==> config.mk <==
export PLATFORM = sky130hd
export DESIGN_NAME = cmc_top
export DESIGN_NICKNAME = d
export VERILOG_FILES = /design/src/verilog/cmc_pkg.sv /design/src/verilog/cmc_top.sv
export VERILOG_INCLUDE_DIRS = /design/src /design/src/verilog
export SDC_FILE = /design/constraint.sdc
export NUM_CORES = 1
export LEC_CHECK = 0
export ABC_AREA = 1
export BUFFER_PORTS_ARGS = -buffer_cell sky130_fd_sc_hd__buf_2
export CORE_ASPECT_RATIO = 1.5
export CORE_MARGIN = 4
export CORE_UTILIZATION = 45
export CTS_CLUSTER_SIZE = 16
export DETAILED_ROUTE_END_ITERATION = 8
export PLACE_DENSITY = 0.66
export SLEW_MARGIN = 20
export SYNTH_ARGS = -nofsm -noshare
export SYNTH_HDL_FRONTEND = slang
export SYNTH_SLANG_ARGS = --single-unit
==> constraint.sdc <==
create_clock -name i_core_clk -period 3.3 [get_ports i_core_clk]
set_input_delay 0.495 -clock i_core_clk [delete_from_list [all_inputs] [get_ports i_core_clk]]
set_output_delay 0.495 -clock i_core_clk [all_outputs]
set_load 0.05 [all_outputs]
==> src/verilog/cmc_map.svh <==
// Register offsets, field positions, reset values and mux codes for the comparator control block.
`ifndef CMC_MAP_SVH
`define CMC_MAP_SVH
`define CMC_ADDR_CTRL0_C1 4'h0
`define CMC_ADDR_CTRL1_C1 4'h1
`define CMC_ADDR_CTRL0_C2 4'h2
`define CMC_ADDR_CTRL1_C2 4'h3
`define CMC_ADDR_MIRROR 4'h4
`define CMC_ADDR_IRQ_FLAG 4'h5
`define CMC_ADDR_IRQ_EN 4'h6
`define CMC_ADDR_SHDN_EN 4'h7
`define CMC_CTRL0_RESET 8'h04
`define CMC_CTRL0_WMASK 8'h97
`define CMC_CTRL1_RESET 8'h00
`define CMC_BIT_ON 7
`define CMC_BIT_OUT 6
`define CMC_BIT_POL 4
`define CMC_BIT_SP 2
`define CMC_BIT_HYS 1
`define CMC_BIT_SYNC 0
`define CMC_BIT_INTP 7
`define CMC_BIT_INTN 6
`define CMC_SEL_AGND 3'h7
`define CMC_SEL_REF2 3'h6
`define CMC_SEL_DAC 3'h5
`define CMC_SEL_PIN0 3'h0
`define CMC_SEL_PIN3 3'h3
`endif

==> src/verilog/cmc_pkg.sv <==
// Types shared by the comparator control block.
`default_nettype none
package cmc_pkg;
  typedef enum logic [2:0] {
    CMC_SRC_NONE = 3'b001,
    CMC_SRC_PIN = 3'b010,
    CMC_SRC_INT = 3'b100
  } cmc_src_t;
  typedef struct packed {
    logic [1:0] pos_route;
    logic [4:0] neg_route;
  } cmc_route_t;
  typedef struct packed {
    logic rd;
    logic wr;
    logic [3:0] addr;
    logic [7:0] wdata;
  } cmc_bus_t;
endpackage
`default_nettype wire

==> src/verilog/cmc_top.sv <==
// Control and status logic around two analog comparators.
//
// Decided for this implementation: the placing of the registers and the strobed register port.
`timescale 1ns/1ns
`default_nettype none
`include "cmc_map.svh"

// Function
// - Positive select: 111 ground, 110 reference, 101 DAC, 000 pin zero, else open.
// - Negative select: 111 ground, 110 reference, 101/100 open, 011-000 pins three to zero.
// - Enable low disconnects every comparator input.
// - Control zero bit 7 enables comparator, resets to 0.
// - Output bit 6 shows comparison, inverted when polarity bit 4 set.
// - Speed bit 2 resets to 1; software never writes 0.
// - Bit 1 turns hysteresis on, resets to 0.
// - Sync mode updates timer and pin output on timer clock falling edge.
// - Without sync mode timer and pin output pass unlatched (here registered from nxt_out in ext_ff each system cycle).
// - Rising enable bit 7 sets flag on every output rise.
// - Falling enable bit 6 sets flag on every output fall.
// - Mirror register bit 0 comparator one, bit 1 comparator two, rest zero.
// - Control zero bits 5 and 3 read 0, ignore writes.
// - Active output with shutdown enable suspends waveform generator at once (here shdn_ff raises the request one core clock later).
// - In sleep with timer on system clock, synced output stops updating.
// - Enabled comparator interrupt wakes the device from sleep.
// - Flag stays until software clears; new edge during clear wins.
// - Polarity or enable toggles while disabled can still set the flag.
// - Internal output latched every system cycle; external unlatched unless synced (here ext_ff registers nxt_out every system cycle).
module cmc_top
  import cmc_pkg::*;
(
  // Clock and reset
  input wire logic i_core_clk,
  input wire logic i_rst,
  // Register port
  input wire logic [3:0] i_addr,
  input wire logic [7:0] i_wdata,
  input wire logic i_wr,
  input wire logic i_rd,
  output logic [7:0] o_rdata,
  // Analog comparator core
  input wire logic [1:0] i_cmp_raw,
  input wire logic i_timer_clk,
  input wire logic i_sleep,
  input wire logic i_timer_clk_sys,
  output logic [1:0] o_enable,
  output logic [1:0] o_hysteresis,
  output logic [1:0] o_speed,
  output cmc_route_t [1:0] o_route,
  // Timer, pin and waveform generator
  output logic [1:0] o_cmp_ext,
  output logic o_shutdown_req,
  output logic [1:0] o_irq_flag,
  output logic o_wake
);

  // ----------------------------------------
  // Register storage
  // ----------------------------------------
  logic [7:0] ctrl0_ff [1:0];
  logic [7:0] ctrl1_ff [1:0];
  logic [1:0] irq_flag_ff;
  logic [1:0] irq_en_ff;
  logic [1:0] shdn_en_ff;
  logic [1:0] raw_s1_ff;
  logic [1:0] raw_s2_ff;
  logic [1:0] raw_s3_ff;
  logic [1:0] raw_stable_ff;
  logic [1:0] out_ff;
  logic [1:0] out_prev_ff;
  logic [1:0] sync_out_ff;
  logic [2:0] tclk_sync_ff;
  logic [1:0] ext_ff;
  logic [1:0] en_ff;
  logic [1:0] hys_ff;
  logic [1:0] sp_ff;
  cmc_route_t [1:0] route_ff;
  logic shdn_ff;
  logic wake_ff;
  logic [7:0] rdata_ff;
  logic [1:0] nxt_out;
  logic [1:0] rise;
  logic [1:0] fall;
  logic [1:0] flag_clr;
  logic tclk_fall;
  cmc_bus_t bus;

  assign bus = '{rd: i_rd, wr: i_wr, addr: i_addr, wdata: i_wdata};

  // Pin input synchroniser; the stable level updates once stages two and three agree.
  always_ff @(posedge i_core_clk or posedge i_rst)
  begin
    if (i_rst)
    begin
      raw_s1_ff <= 2'h0;
      raw_s2_ff <= 2'h0;
      raw_s3_ff <= 2'h0;
      raw_stable_ff <= 2'h0;
      tclk_sync_ff <= 3'h0;
    end
    else
    begin
      raw_s1_ff <= i_cmp_raw;
      raw_s2_ff <= raw_s1_ff;
      raw_s3_ff <= raw_s2_ff;
      raw_stable_ff <= (raw_s2_ff & raw_s3_ff) | (raw_stable_ff & (raw_s2_ff | raw_s3_ff));
      tclk_sync_ff <= {tclk_sync_ff[1:0], i_timer_clk};
    end
  end

  // Falling edge of the timer clock seen through the synchroniser.
  assign tclk_fall = tclk_sync_ff[2] & ~tclk_sync_ff[1];

  // ----------------------------------------
  // Per-comparator logic
  // ----------------------------------------
  genvar g;
  generate
    for (g = 0; g < 2; g++)
    begin : g_cmp
      logic [3:0] a0;
      logic [3:0] a1;
      assign a0 = (g == 0) ? `CMC_ADDR_CTRL0_C1 : `CMC_ADDR_CTRL0_C2;
      assign a1 = (g == 0) ? `CMC_ADDR_CTRL1_C1 : `CMC_ADDR_CTRL1_C2;

      assign nxt_out[g] = (ctrl0_ff[g][`CMC_BIT_ON] & raw_stable_ff[g]) ^ ctrl0_ff[g][`CMC_BIT_POL];

      always_ff @(posedge i_core_clk or posedge i_rst)
      begin
        if (i_rst)
        begin
          ctrl0_ff[g] <= `CMC_CTRL0_RESET;
          ctrl1_ff[g] <= `CMC_CTRL1_RESET;
        end
        else
        begin
          if (bus.wr && (bus.addr == a0))
          begin
            ctrl0_ff[g] <= bus.wdata & `CMC_CTRL0_WMASK;
          end
          else if (bus.wr && (bus.addr == a1))
          begin
            ctrl1_ff[g] <= bus.wdata;
          end
        end
      end

      always_ff @(posedge i_core_clk or posedge i_rst)
      begin
        if (i_rst)
        begin
          out_ff[g] <= 1'b0;
          out_prev_ff[g] <= 1'b0;
        end
        else
        begin
          out_ff[g] <= nxt_out[g];
          out_prev_ff[g] <= out_ff[g];
        end
      end

      assign rise[g] = out_ff[g] & ~out_prev_ff[g];
      assign fall[g] = ~out_ff[g] & out_prev_ff[g];
      assign flag_clr[g] = bus.wr && (bus.addr == `CMC_ADDR_IRQ_FLAG) && !bus.wdata[g];

      always_ff @(posedge i_core_clk or posedge i_rst)
      begin
        if (i_rst)
        begin
          irq_flag_ff[g] <= 1'b0;
        end
        else if ((rise[g] && ctrl1_ff[g][`CMC_BIT_INTP]) || (fall[g] && ctrl1_ff[g][`CMC_BIT_INTN]))
        begin
          irq_flag_ff[g] <= 1'b1;
        end
        else if (flag_clr[g])
        begin
          irq_flag_ff[g] <= 1'b0;
        end
      end

      always_ff @(posedge i_core_clk or posedge i_rst)
      begin
        if (i_rst)
        begin
          sync_out_ff[g] <= 1'b0;
        end
        else if (tclk_fall && !(i_sleep && i_timer_clk_sys))
        begin
          sync_out_ff[g] <= out_ff[g];
        end
      end

      always_ff @(posedge i_core_clk or posedge i_rst)
      begin
        if (i_rst)
        begin
          ext_ff[g] <= 1'b0;
        end
        else
        begin
          ext_ff[g] <= ctrl0_ff[g][`CMC_BIT_SYNC] ? sync_out_ff[g] : nxt_out[g];
        end
      end

      always_ff @(posedge i_core_clk or posedge i_rst)
      begin
        if (i_rst)
        begin
          route_ff[g] <= '0;
          en_ff[g] <= 1'b0;
          hys_ff[g] <= 1'b0;
          sp_ff[g] <= 1'b1;
        end
        else
        begin
          en_ff[g] <= ctrl0_ff[g][`CMC_BIT_ON];
          hys_ff[g] <= ctrl0_ff[g][`CMC_BIT_HYS];
          sp_ff[g] <= ctrl0_ff[g][`CMC_BIT_SP];
          route_ff[g] <= '0;
          if (ctrl0_ff[g][`CMC_BIT_ON])
          begin
            case (ctrl1_ff[g][5:3])
              `CMC_SEL_AGND: route_ff[g].pos_route <= 2'h3;
              `CMC_SEL_REF2: route_ff[g].pos_route <= 2'h2;
              `CMC_SEL_DAC: route_ff[g].pos_route <= 2'h1;
              default: route_ff[g].pos_route <= 2'h0;
            endcase
            route_ff[g].neg_route[4] <= (ctrl1_ff[g][5:3] == `CMC_SEL_PIN0);
            case (ctrl1_ff[g][2:0])
              `CMC_SEL_AGND: route_ff[g].neg_route[3:0] <= 4'h5;
              `CMC_SEL_REF2: route_ff[g].neg_route[3:0] <= 4'h6;
              3'h5, 3'h4: route_ff[g].neg_route[3:0] <= 4'h0;
              default: route_ff[g].neg_route[3:0] <= {1'b1, ctrl1_ff[g][2:0]};
            endcase
          end
        end
      end
    end
  endgenerate

  // ----------------------------------------
  // Shared enables, shutdown and wake
  // ----------------------------------------
  always_ff @(posedge i_core_clk or posedge i_rst)
  begin
    if (i_rst)
    begin
      irq_en_ff <= 2'h0;
      shdn_en_ff <= 2'h0;
    end
    else if (bus.wr && (bus.addr == `CMC_ADDR_IRQ_EN))
    begin
      irq_en_ff <= bus.wdata[1:0];
    end
    else if (bus.wr && (bus.addr == `CMC_ADDR_SHDN_EN))
    begin
      shdn_en_ff <= bus.wdata[1:0];
    end
  end

  always_ff @(posedge i_core_clk or posedge i_rst)
  begin
    if (i_rst)
    begin
      shdn_ff <= 1'b0;
      wake_ff <= 1'b0;
    end
    else
    begin
      shdn_ff <= |(nxt_out & shdn_en_ff);
      wake_ff <= i_sleep && |(irq_flag_ff & irq_en_ff);
    end
  end

  // ----------------------------------------
  // Read path
  // ----------------------------------------
  // mirror layout
  always_ff @(posedge i_core_clk or posedge i_rst)
  begin
    if (i_rst)
    begin
      rdata_ff <= 8'h00;
    end
    else if (!bus.rd)
    begin
      rdata_ff <= 8'h00;
    end
    else if (bus.addr == `CMC_ADDR_CTRL0_C1)
    begin
      rdata_ff <= ctrl0_ff[0] | {1'b0, out_ff[0], 6'h00};
    end
    else if (bus.addr == `CMC_ADDR_CTRL1_C1)
    begin
      rdata_ff <= ctrl1_ff[0];
    end
    else if (bus.addr == `CMC_ADDR_CTRL0_C2)
    begin
      rdata_ff <= ctrl0_ff[1] | {1'b0, out_ff[1], 6'h00};
    end
    else if (bus.addr == `CMC_ADDR_CTRL1_C2)
    begin
      rdata_ff <= ctrl1_ff[1];
    end
    else if (bus.addr == `CMC_ADDR_MIRROR)
    begin
      rdata_ff <= {6'h00, out_ff};
    end
    else if (bus.addr == `CMC_ADDR_IRQ_FLAG)
    begin
      rdata_ff <= {6'h00, irq_flag_ff};
    end
    else if (bus.addr == `CMC_ADDR_IRQ_EN)
    begin
      rdata_ff <= {6'h00, irq_en_ff};
    end
    else if (bus.addr == `CMC_ADDR_SHDN_EN)
    begin
      rdata_ff <= {6'h00, shdn_en_ff};
    end
    else
    begin
      rdata_ff <= 8'h00;
    end
  end

  assign o_rdata = rdata_ff;
  assign o_enable = en_ff;
  assign o_hysteresis = hys_ff;
  assign o_speed = sp_ff;
  assign o_route = route_ff;
  assign o_cmp_ext = ext_ff;
  assign o_shutdown_req = shdn_ff;
  assign o_irq_flag = irq_flag_ff;
  assign o_wake = wake_ff;
endmodule
`default_nettype wire

; ---- Yosys cells after proc, flatten, opt, wreduce, memory -nomap -nowiden
; Cells that the tools add are included.
[totals]
elab_cells = 134
output_inout_bits = 34
ff_bits = 81
[op_classes]
mux = 21
n_eq_ne = 21
bitwise = 25
n_reduce_logical = 33
[ops]
columns = op, n
row1 = $eq A3 B3 Y1 const B, 14
row2 = $mux W8, 5
row3 = $pmux W4 S3, 2
row4 = $eq A4 B3 Y1 const B, 4
row5 = $logic_and A1 B1 Y1, 16
row6 = $or A8 B7 Y8, 2
row7 = $mux W7, 2
row8 = $pmux W2 S3, 2
row9 = $and A2 B2 Y2, 4
row10 = $eq A4 B2 Y1 const B, 2
row11 = $mux W2, 4
row12 = $not A1 Y1, 8
row13 = $reduce_or A2 Y1, 4
row14 = $and A1 B1 Y1, 7
row15 = $logic_not A3 Y1, 2
row16 = $mux W1, 6
row17 = $reduce_and A2 Y1, 3
row18 = $eq A4 B1 Y1 const B, 1
row19 = $logic_not A4 Y1, 1
row20 = $or A2 B2 Y2, 2
row21 = $reduce_bool A2 Y1, 2
row22 = $logic_not A1 Y1, 3
row23 = $logic_or A1 B1 Y1, 2
row24 = $xor A1 B1 Y1, 2

; ---- Longest topological paths before layout
; Gate-level depths: netlist of run 1.
[depth]
depth_word = 10
mapped_depth = 8
ltp_nobuf = 8

; ---- Worst setup path before layout of run 1
; OpenSTA, ideal clock, no wires.
[synth_timing]
kind = input -> register
start = input port i_addr[2]
end = register ctrl1_ff[8] in the netlist's numbering
slack_ns = 1.941
arrival_ns = 1.236
required_time_ns = 3.177
cell_stages = 7
path_buffers = 1
cell_sequence = nor2_4 > nand2_4 > clkinv_2 > nand2_4 > buf_6 > nand2_1 > o21ai_2
[synth_via]
elab_chain_cells = 4
elab_cells_between_ends = 6
cone_classes = eq/ne (2) / bitwise (1) / reduce/logical (3)
[synth_rtl]
columns = element, line_no
row1 = "start, declared", cmc_top.sv:35  ; input wire logic [3:0] i_addr,
row2 = $eq A4 B2 Y1, cmc_top.sv:136  ; if (bus.wr && (bus.addr == a0))
row3 = $logic_and A1 B1 Y1, cmc_top.sv:136
row4 = $not A1 Y1 (no source line), -
row5 = $reduce_and A2 Y1 (no source line) (*), -
row6 = "end signal, assigned by index", cmc_top.sv:132  ; ctrl1_ff[g] <= `CMC_CTRL1_RESET;
row7 = "end signal, assigned by index", cmc_top.sv:142  ; ctrl1_ff[g] <= bus.wdata;
row8 = "end, declared", cmc_top.sv:60  ; logic [7:0] ctrl1_ff [1:0];
; Every way passes the cells marked *; elsewhere a longest branch is shown, timed or not.
; A chain may end at the register's enable or synchronous reset.

; ---- Worst setup path in the final report of run 1
[layout_timing]
start = register sp_ff[1] (netlist: o_speed[1])
end = output port o_speed[1]
[layout_lines]
columns = element, line_no
row1 = "start, declared", cmc_top.sv:75  ; logic [1:0] sp_ff;
row2 = "start signal, assigned by index", cmc_top.sv:218  ; sp_ff[g] <= ctrl0_ff[g][`CMC_BIT_SP];
row3 = "end, declared", cmc_top.sv:47  ; output logic [1:0] o_speed,
; No word-level cell between the ends.

==> results.toml, run 1 <==
[finish]
syn2layout_area_growth_pct = 18.6
fillCellCount = 636
stdcell_count = 443
drive_gt1_share_pct = 29.3
design_area_sq_um = 3710
n_antenna_cell = 0
final_nets = 381

[timing]
setup_viol = 0
max_freq_ghz = 0.619
hold_viol_final = 0
fin_setup_tns_ns = 0
setup_ws_ns = 1.68
tightest_slew_ns = 0.764
finalCritPeriodShare_pct = 49.0
relSlewSlack_pct = 49.0
finalCriticalPeriod_ns = 1.62
rsz0062_at_grt = "no"
skew_ns = 0.00608
drv_slew = 0

[floorplan]
core_sq_um = 6810
std_cell_rows = 37
die_x_um = 76.1
ioPinCount = 55
start_util_pct = 46.0
die_h_um = 110
dieArea_sq_um = 8390

[critical_path]
crit_start = "o_speed[1]"
worst_ep_arrival_time_ns = 1.12
cp-end-kind = "output port"
critPathMaxFanout = 1
crit_path_start_kind = "register"
cp_slowest_cell = "dfstp_2"
r2r_start = "ctrl0_ff[7]"
worst-path-buf-inv = 1
critical-path-top-delay-family = "flip-flops"
path_cells = "buf_2"
path_class = "reg -> out"
required_ns = 2.80
max_stage_delay_ns = 0.52
rrSetupSlack_ns = 2.16

[place]
io_buffers = 54
gp_congestion = 0.896
post-place-ws_ns = 1.61
placedCellCount = 427
detailed_place_hpwl_mm = 4.83
placed_area_sq_um = 3490

[cts]
cts-buffers-inserted = 9
post_cts_buffers = 0
numClockSinks = 81
cts-resized-gates = 0
clockRootBuffer = "clkbuf_8"
cts_buffer_depth = 2
cts_hold_buf = 0
clkTransAtPathRegs_ns = 0.08
cts_tree = "built"
clkLatencyLatePin_ns = 0.35
htreeDepth = 3

[grt]
grt_usage_pct = 16.6
grt_start_max_net_pins = 45
grt_pass1_wl_mm = 10.7
antenna_found_initial = 0
gr-total-overflow = 0
grt_pass1_vias = 2164

[synthesis]
ys_top_cells_by_area = "dfrtp_1 62%, nand2_1 7.3%, o21ai_2 4.5%"
ys_ff_latch = 81
synthCells = 298
syn-num-nets = 319
postSynthAreaPerCell_sq_um = 10.5
synth_top_area_cell = "dfrtp_1"
syn_area_sq_um = 3130
netlist.area_leader.share_pct = 61.5
ys_warn_count = 0
post_synth_num_cell_types = 32
synth_seq_area_share_pct = 64.9

[route]
first_iter_violations = 163
routed_wl_mm = 6.55
firstDrtPassIters = 4
ant_nets = 0
drc = 0
vias = 2261
drt-vias-per-instance = 5.10
wl_per_cell_um = 14.8

[min_path]
holdCritPathClass = "in -> reg"
holdCritStartpoint = "i_timer_clk"

[run_status]
outcome = "finished, final reports clean"

[power]
p_leak_nw = 1.92
max-vdd-ir-drop_mv = 0.391
powerDensity_nw_per_um2 = 700

[run]
drv_cap = 0
==> cell usage after synthesis, drive strengths merged <==
cell type  number
a22o            1
a31oi           4
o21ai          42
dfstp           4
nand4           2
nor4            3
maj3            2
buf             3
nand3          19
clkinv          2
nand3b          1
o22ai           5
dfrtp          77
a21o            1
clkbuf          1
nor3            2
and3            2
a21oi           6
inv            31
nor2           22
a21boi          1
nand2          67
==> cell type report <==
type	instances	area, sq um	share of cell area [%]
clock buffers	11	141	3.81
clock inverters	5	78.8	2.12
inverters	33	128	3.44
multi-input cells	180	946	25.5
flip-flops and latches	81	2030	54.7
well taps	78	97.6	2.63
repair buffers	55	290	7.82
==> layout by cell type, fill, tap and decap left out <==
cell       count
bufinv_16      2
nand3_1       18
clkinv_2       5
nor2_2         2
a21oi_1        6
nand2_4        3
a22o_1         1
inv_2          3
nand2_2        3
buf_12         1
clkinv_4       1
buf_2         54
maj3_1         2
nand3b_1       1
nor4_1         3
a21o_1         1
dfstp_2        4
o21ai_0       10
nand3_2        1
nand4_1        2
clkbuf_1       1
o22ai_1        5
o21ai_2       16
dfrtp_1       77
nor2_4         2
clkbuf_8      10
nand2_1       61
a21boi_0       1
nor3_1         2
and3_1         2
nor2_1        18
inv_1         27
o21ai_1       16
a31oi_1        4
==> routing by layer <==
| layer | GRT usage [%] | up-vias | wire length, um |
|---|---|---|---|
| met1 | 19.6 | 1097 | 2630 |
| met2 | 28.7 | 55 | 3490 |
| li1 | - | 1102 | - |
| met4 | 6.63 | 0 | 108 |
| met3 | 4.55 | 7 | 323 |
| met5 | 0 | - | 0 |
==> state kept, by name (all words and copies together) (netlist names), 3 cells and up <==
signal        cells
ctrl1_ff         16
o_rdata           8
o_route          14
ctrl0_ff         10
tclk_sync_ff      3
==> cell families after synthesis <==
| logic type | share of synthesized area (%) |
|---|---|
| and+or+nand+nor | 17.4 |
| DFF | 64.9 |
| AOI/OAI and AO/OA | 12.1 |
| buffers and inverters | 4.91 |
| adders and majority gates | 0.639 |
==> report_power, final <==
group	switching, mW	total, mW	leakage (nW)	internal [mW]
clock network	0.342	0.787	0.113	0.446
registers	0.118	1.28	1.02	1.16
logic	0.397	0.537	0.783	0.140
==> per-stage QoR <==
step	total power, mW	hold WS (ns)	util [%]
2_1_floorplan	1.68	0.331	-
3_3_place_gp	1.82	0.334	51.3
6_report	2.60	0.244	54.6
5_1_grt	2.73	0.234	54.6
4_1_cts	2.62	0.233	54.6
3_5_place_dp	1.84	0.337	51.3
==> path summary, 6_finish.rpt <==
check | endpoint | cells past startpoint
worst max-delay path | o_speed[1] | 1
worst min-delay path | tclk_sync_ff[0] | 1
worst max register to register | o_shutdown_req | 4
worst min register to register | tclk_sync_ff[1] | 0
max in group asynchronous | ctrl0_ff[2] | 3
min in group asynchronous | o_wake | 2
(Power assumes the default switching activity.)
==> run 2, diff against run 1 <==
--- a/config.mk
+++ b/config.mk
@@ -13,7 +13,7 @@
 export CORE_UTILIZATION = 45
 export CTS_CLUSTER_SIZE = 16
 export DETAILED_ROUTE_END_ITERATION = 8
-export PLACE_DENSITY = 0.66
+export PLACE_DENSITY = 0.69
 export SLEW_MARGIN = 20
 export SYNTH_ARGS = -nofsm -noshare
 export SYNTH_HDL_FRONTEND = slang
==> constraint.sdc (replaced) <==
create_clock -name i_core_clk -period 1.4 [get_ports i_core_clk]
set_input_delay 0.21 -clock i_core_clk [delete_from_list [all_inputs] [get_ports i_core_clk]]
set_output_delay 0.21 -clock i_core_clk [all_outputs]
set_load 0.05 [all_outputs]
==> run 2 against run 1 <==
Net effect:
- count of clock-buffer cells in the layout shrank 1
- global-route usage grew 2.0 points
- hold slack lost 0.13 ns
- die area is the same
==> results.toml, run 2 (synthesis results as in run 1) <==
[route]
drt-vias-per-instance = 5.10
wl_per_cell_um = 15.5
drc = 0
firstDrtPassIters = 4
first_iter_violations = 217
ant_nets = 0
vias = 2309
routed_wl_mm = 7.03

[run_status]
outcome = "finished, final reports clean"

[cts]
htreeDepth = 3
cts-buffers-inserted = 9
post_cts_buffers = 0
cts-resized-gates = 0
cts_buffer_depth = 2
clkLatencyLatePin_ns = 0.36
numClockSinks = 81
clkTransAtPathRegs_ns = 0.08
cts_tree = "built"
clockRootBuffer = "clkbuf_8"

[finish]
largest_reg_flops = 16
regMostFlops = "ctrl1_ff"
final_nets = 392
fillCellCount = 588
mostFrequentLayoutCell = "dfrtp_1"
syn2layout_area_growth_pct = 20.7
drive_gt1_share_pct = 30.4
n_antenna_cell = 0
final_cell_mix = "77 x dfrtp_1, 61 x nand2_1, 54 x buf_2, 27 x inv_1"

[power]
p_leak_nw = 1.95
clkPwrFrac_pct = 28.0
seqPwrFrac_pct = 50.4
p_int_mw = 3.94
powerDensity_nw_per_um2 = 1590
combinationalPowerShare_pct = 21.6
max-vdd-ir-drop_mv = 0.808
p_sw_share_pct = 34.4
p_sw_mw = 2.06

[min_path]
holdCritStartpoint = "i_sleep"
holdCritPathClass = "in -> reg"

[critical_path]
r2r_start = "ctrl0_ff[7]"
worst_ep_arrival_time_ns = 1.14
cp_slowest_cell = "dfstp_2"
path_class = "reg -> out"
crit_start = "o_speed[1]"
path_cells = "buf_2"
critical-path-top-delay-family = "flip-flops"
critPathMaxFanout = 1
required_ns = 1.19
worst-path-buf-inv = 1
max_stage_delay_ns = 0.53
cp-end-kind = "output port"
crit_path_start_kind = "register"

[timing]
finalCriticalPeriod_ns = 1.35
fin_setup_tns_ns = 0
relSlewSlack_pct = 71.7
hold_viol_final = 0
rsz0062_at_grt = "no"
skew_ns = 0.00704
finalCritPeriodShare_pct = 96.3
drv_slew = 0
max_freq_ghz = 0.742
tightest_slew_ns = 0.424
hold_slack_ns = 0.118
setup_ws_ns = 0.0517
setup_viol = 0

[floorplan]
dieArea_sq_um = 8390
start_util_pct = 46.0
die_x_um = 76.1
ioPinCount = 55
std_cell_rows = 37
die_h_um = 110
core_sq_um = 6810

[grt]
grt_start_max_net_pins = 82
grt_pass1_wl_mm = 11.9
gr-total-overflow = 0
grt_pass1_vias = 2368
antenna_found_initial = 0
grt_usage_pct = 18.6

[place]
detailed_place_hpwl_mm = 5.13
io_buffers = 54
gp_congestion = 0.959
post-place-ws_ns = 0.113

[run]
drv_cap = 0
-- run 2: worst paths after layout --
check | endpoint | slack, ns | cells past startpoint
worst max-delay path | o_speed[1] | 0.05 | 1
worst min-delay path | o_wake | 0.12 | 2
worst max register to register | o_shutdown_req | 0.24 | 4
worst min register to register | tclk_sync_ff[1] | 0.36 | 0
max in group asynchronous | ctrl0_ff[2] | 0.53 | 4
min in group asynchronous | o_wake | 0.50 | 4
-- run 2: routing by layer --
layer  part of all wire [%]  global-route usage [%]  vias to the layer above
met1                     39                    22.0                     1104
met3                    4.7                    4.96                       12
met2                     54                    31.5                       70
met4                    2.1                    9.00                        0
met5                      0                       0                        -
li1                       -                       -                     1123
-- run 2: power by group through the flow --
stage	Combinational (mW)	Clock (mW)	Sequential, mW
2_1_floorplan	0.486	0	3.46
3_3_place_gp	1.28	0	3.05
3_5_place_dp	1.30	0	3.07
4_1_cts	1.31	1.71	3.02
5_1_grt	1.42	1.82	3.08
6_report	1.30	1.68	3.02
-- run 2: repair_timing --
item	4_1_cts	5_1_grt
hold buffers	4	0
endpoints found under the hold margin	80	0
setup endpoints to repair	0	0
-- run 2: stage by stage --
stage | power, mW | utilization [%] | instance area [sq um] | instances
floorplan | 3.95 | - | 3140 | 298
global placement | 4.33 | 52.1 | 3550 | 434
detailed placement | 4.37 | 52.1 | 3550 | 434
CTS | 6.05 | 55.5 | 3780 | 453
global route | 6.32 | 55.5 | 3780 | 453
finish | 6.00 | 55.5 | 3780 | 453
-- run 2: area by class of cell --
class	count	area [sq um]	share of cell area (%)
Clock buffer	10	138	3.64
Clock inverter	5	53.8	1.42
Inverter	33	130	3.44
Multi-Input combinational cell	180	946	25.0
Sequential cell	81	2030	53.8
Tap cell	78	97.6	2.58
Timing Repair Buffer	66	383	10.1
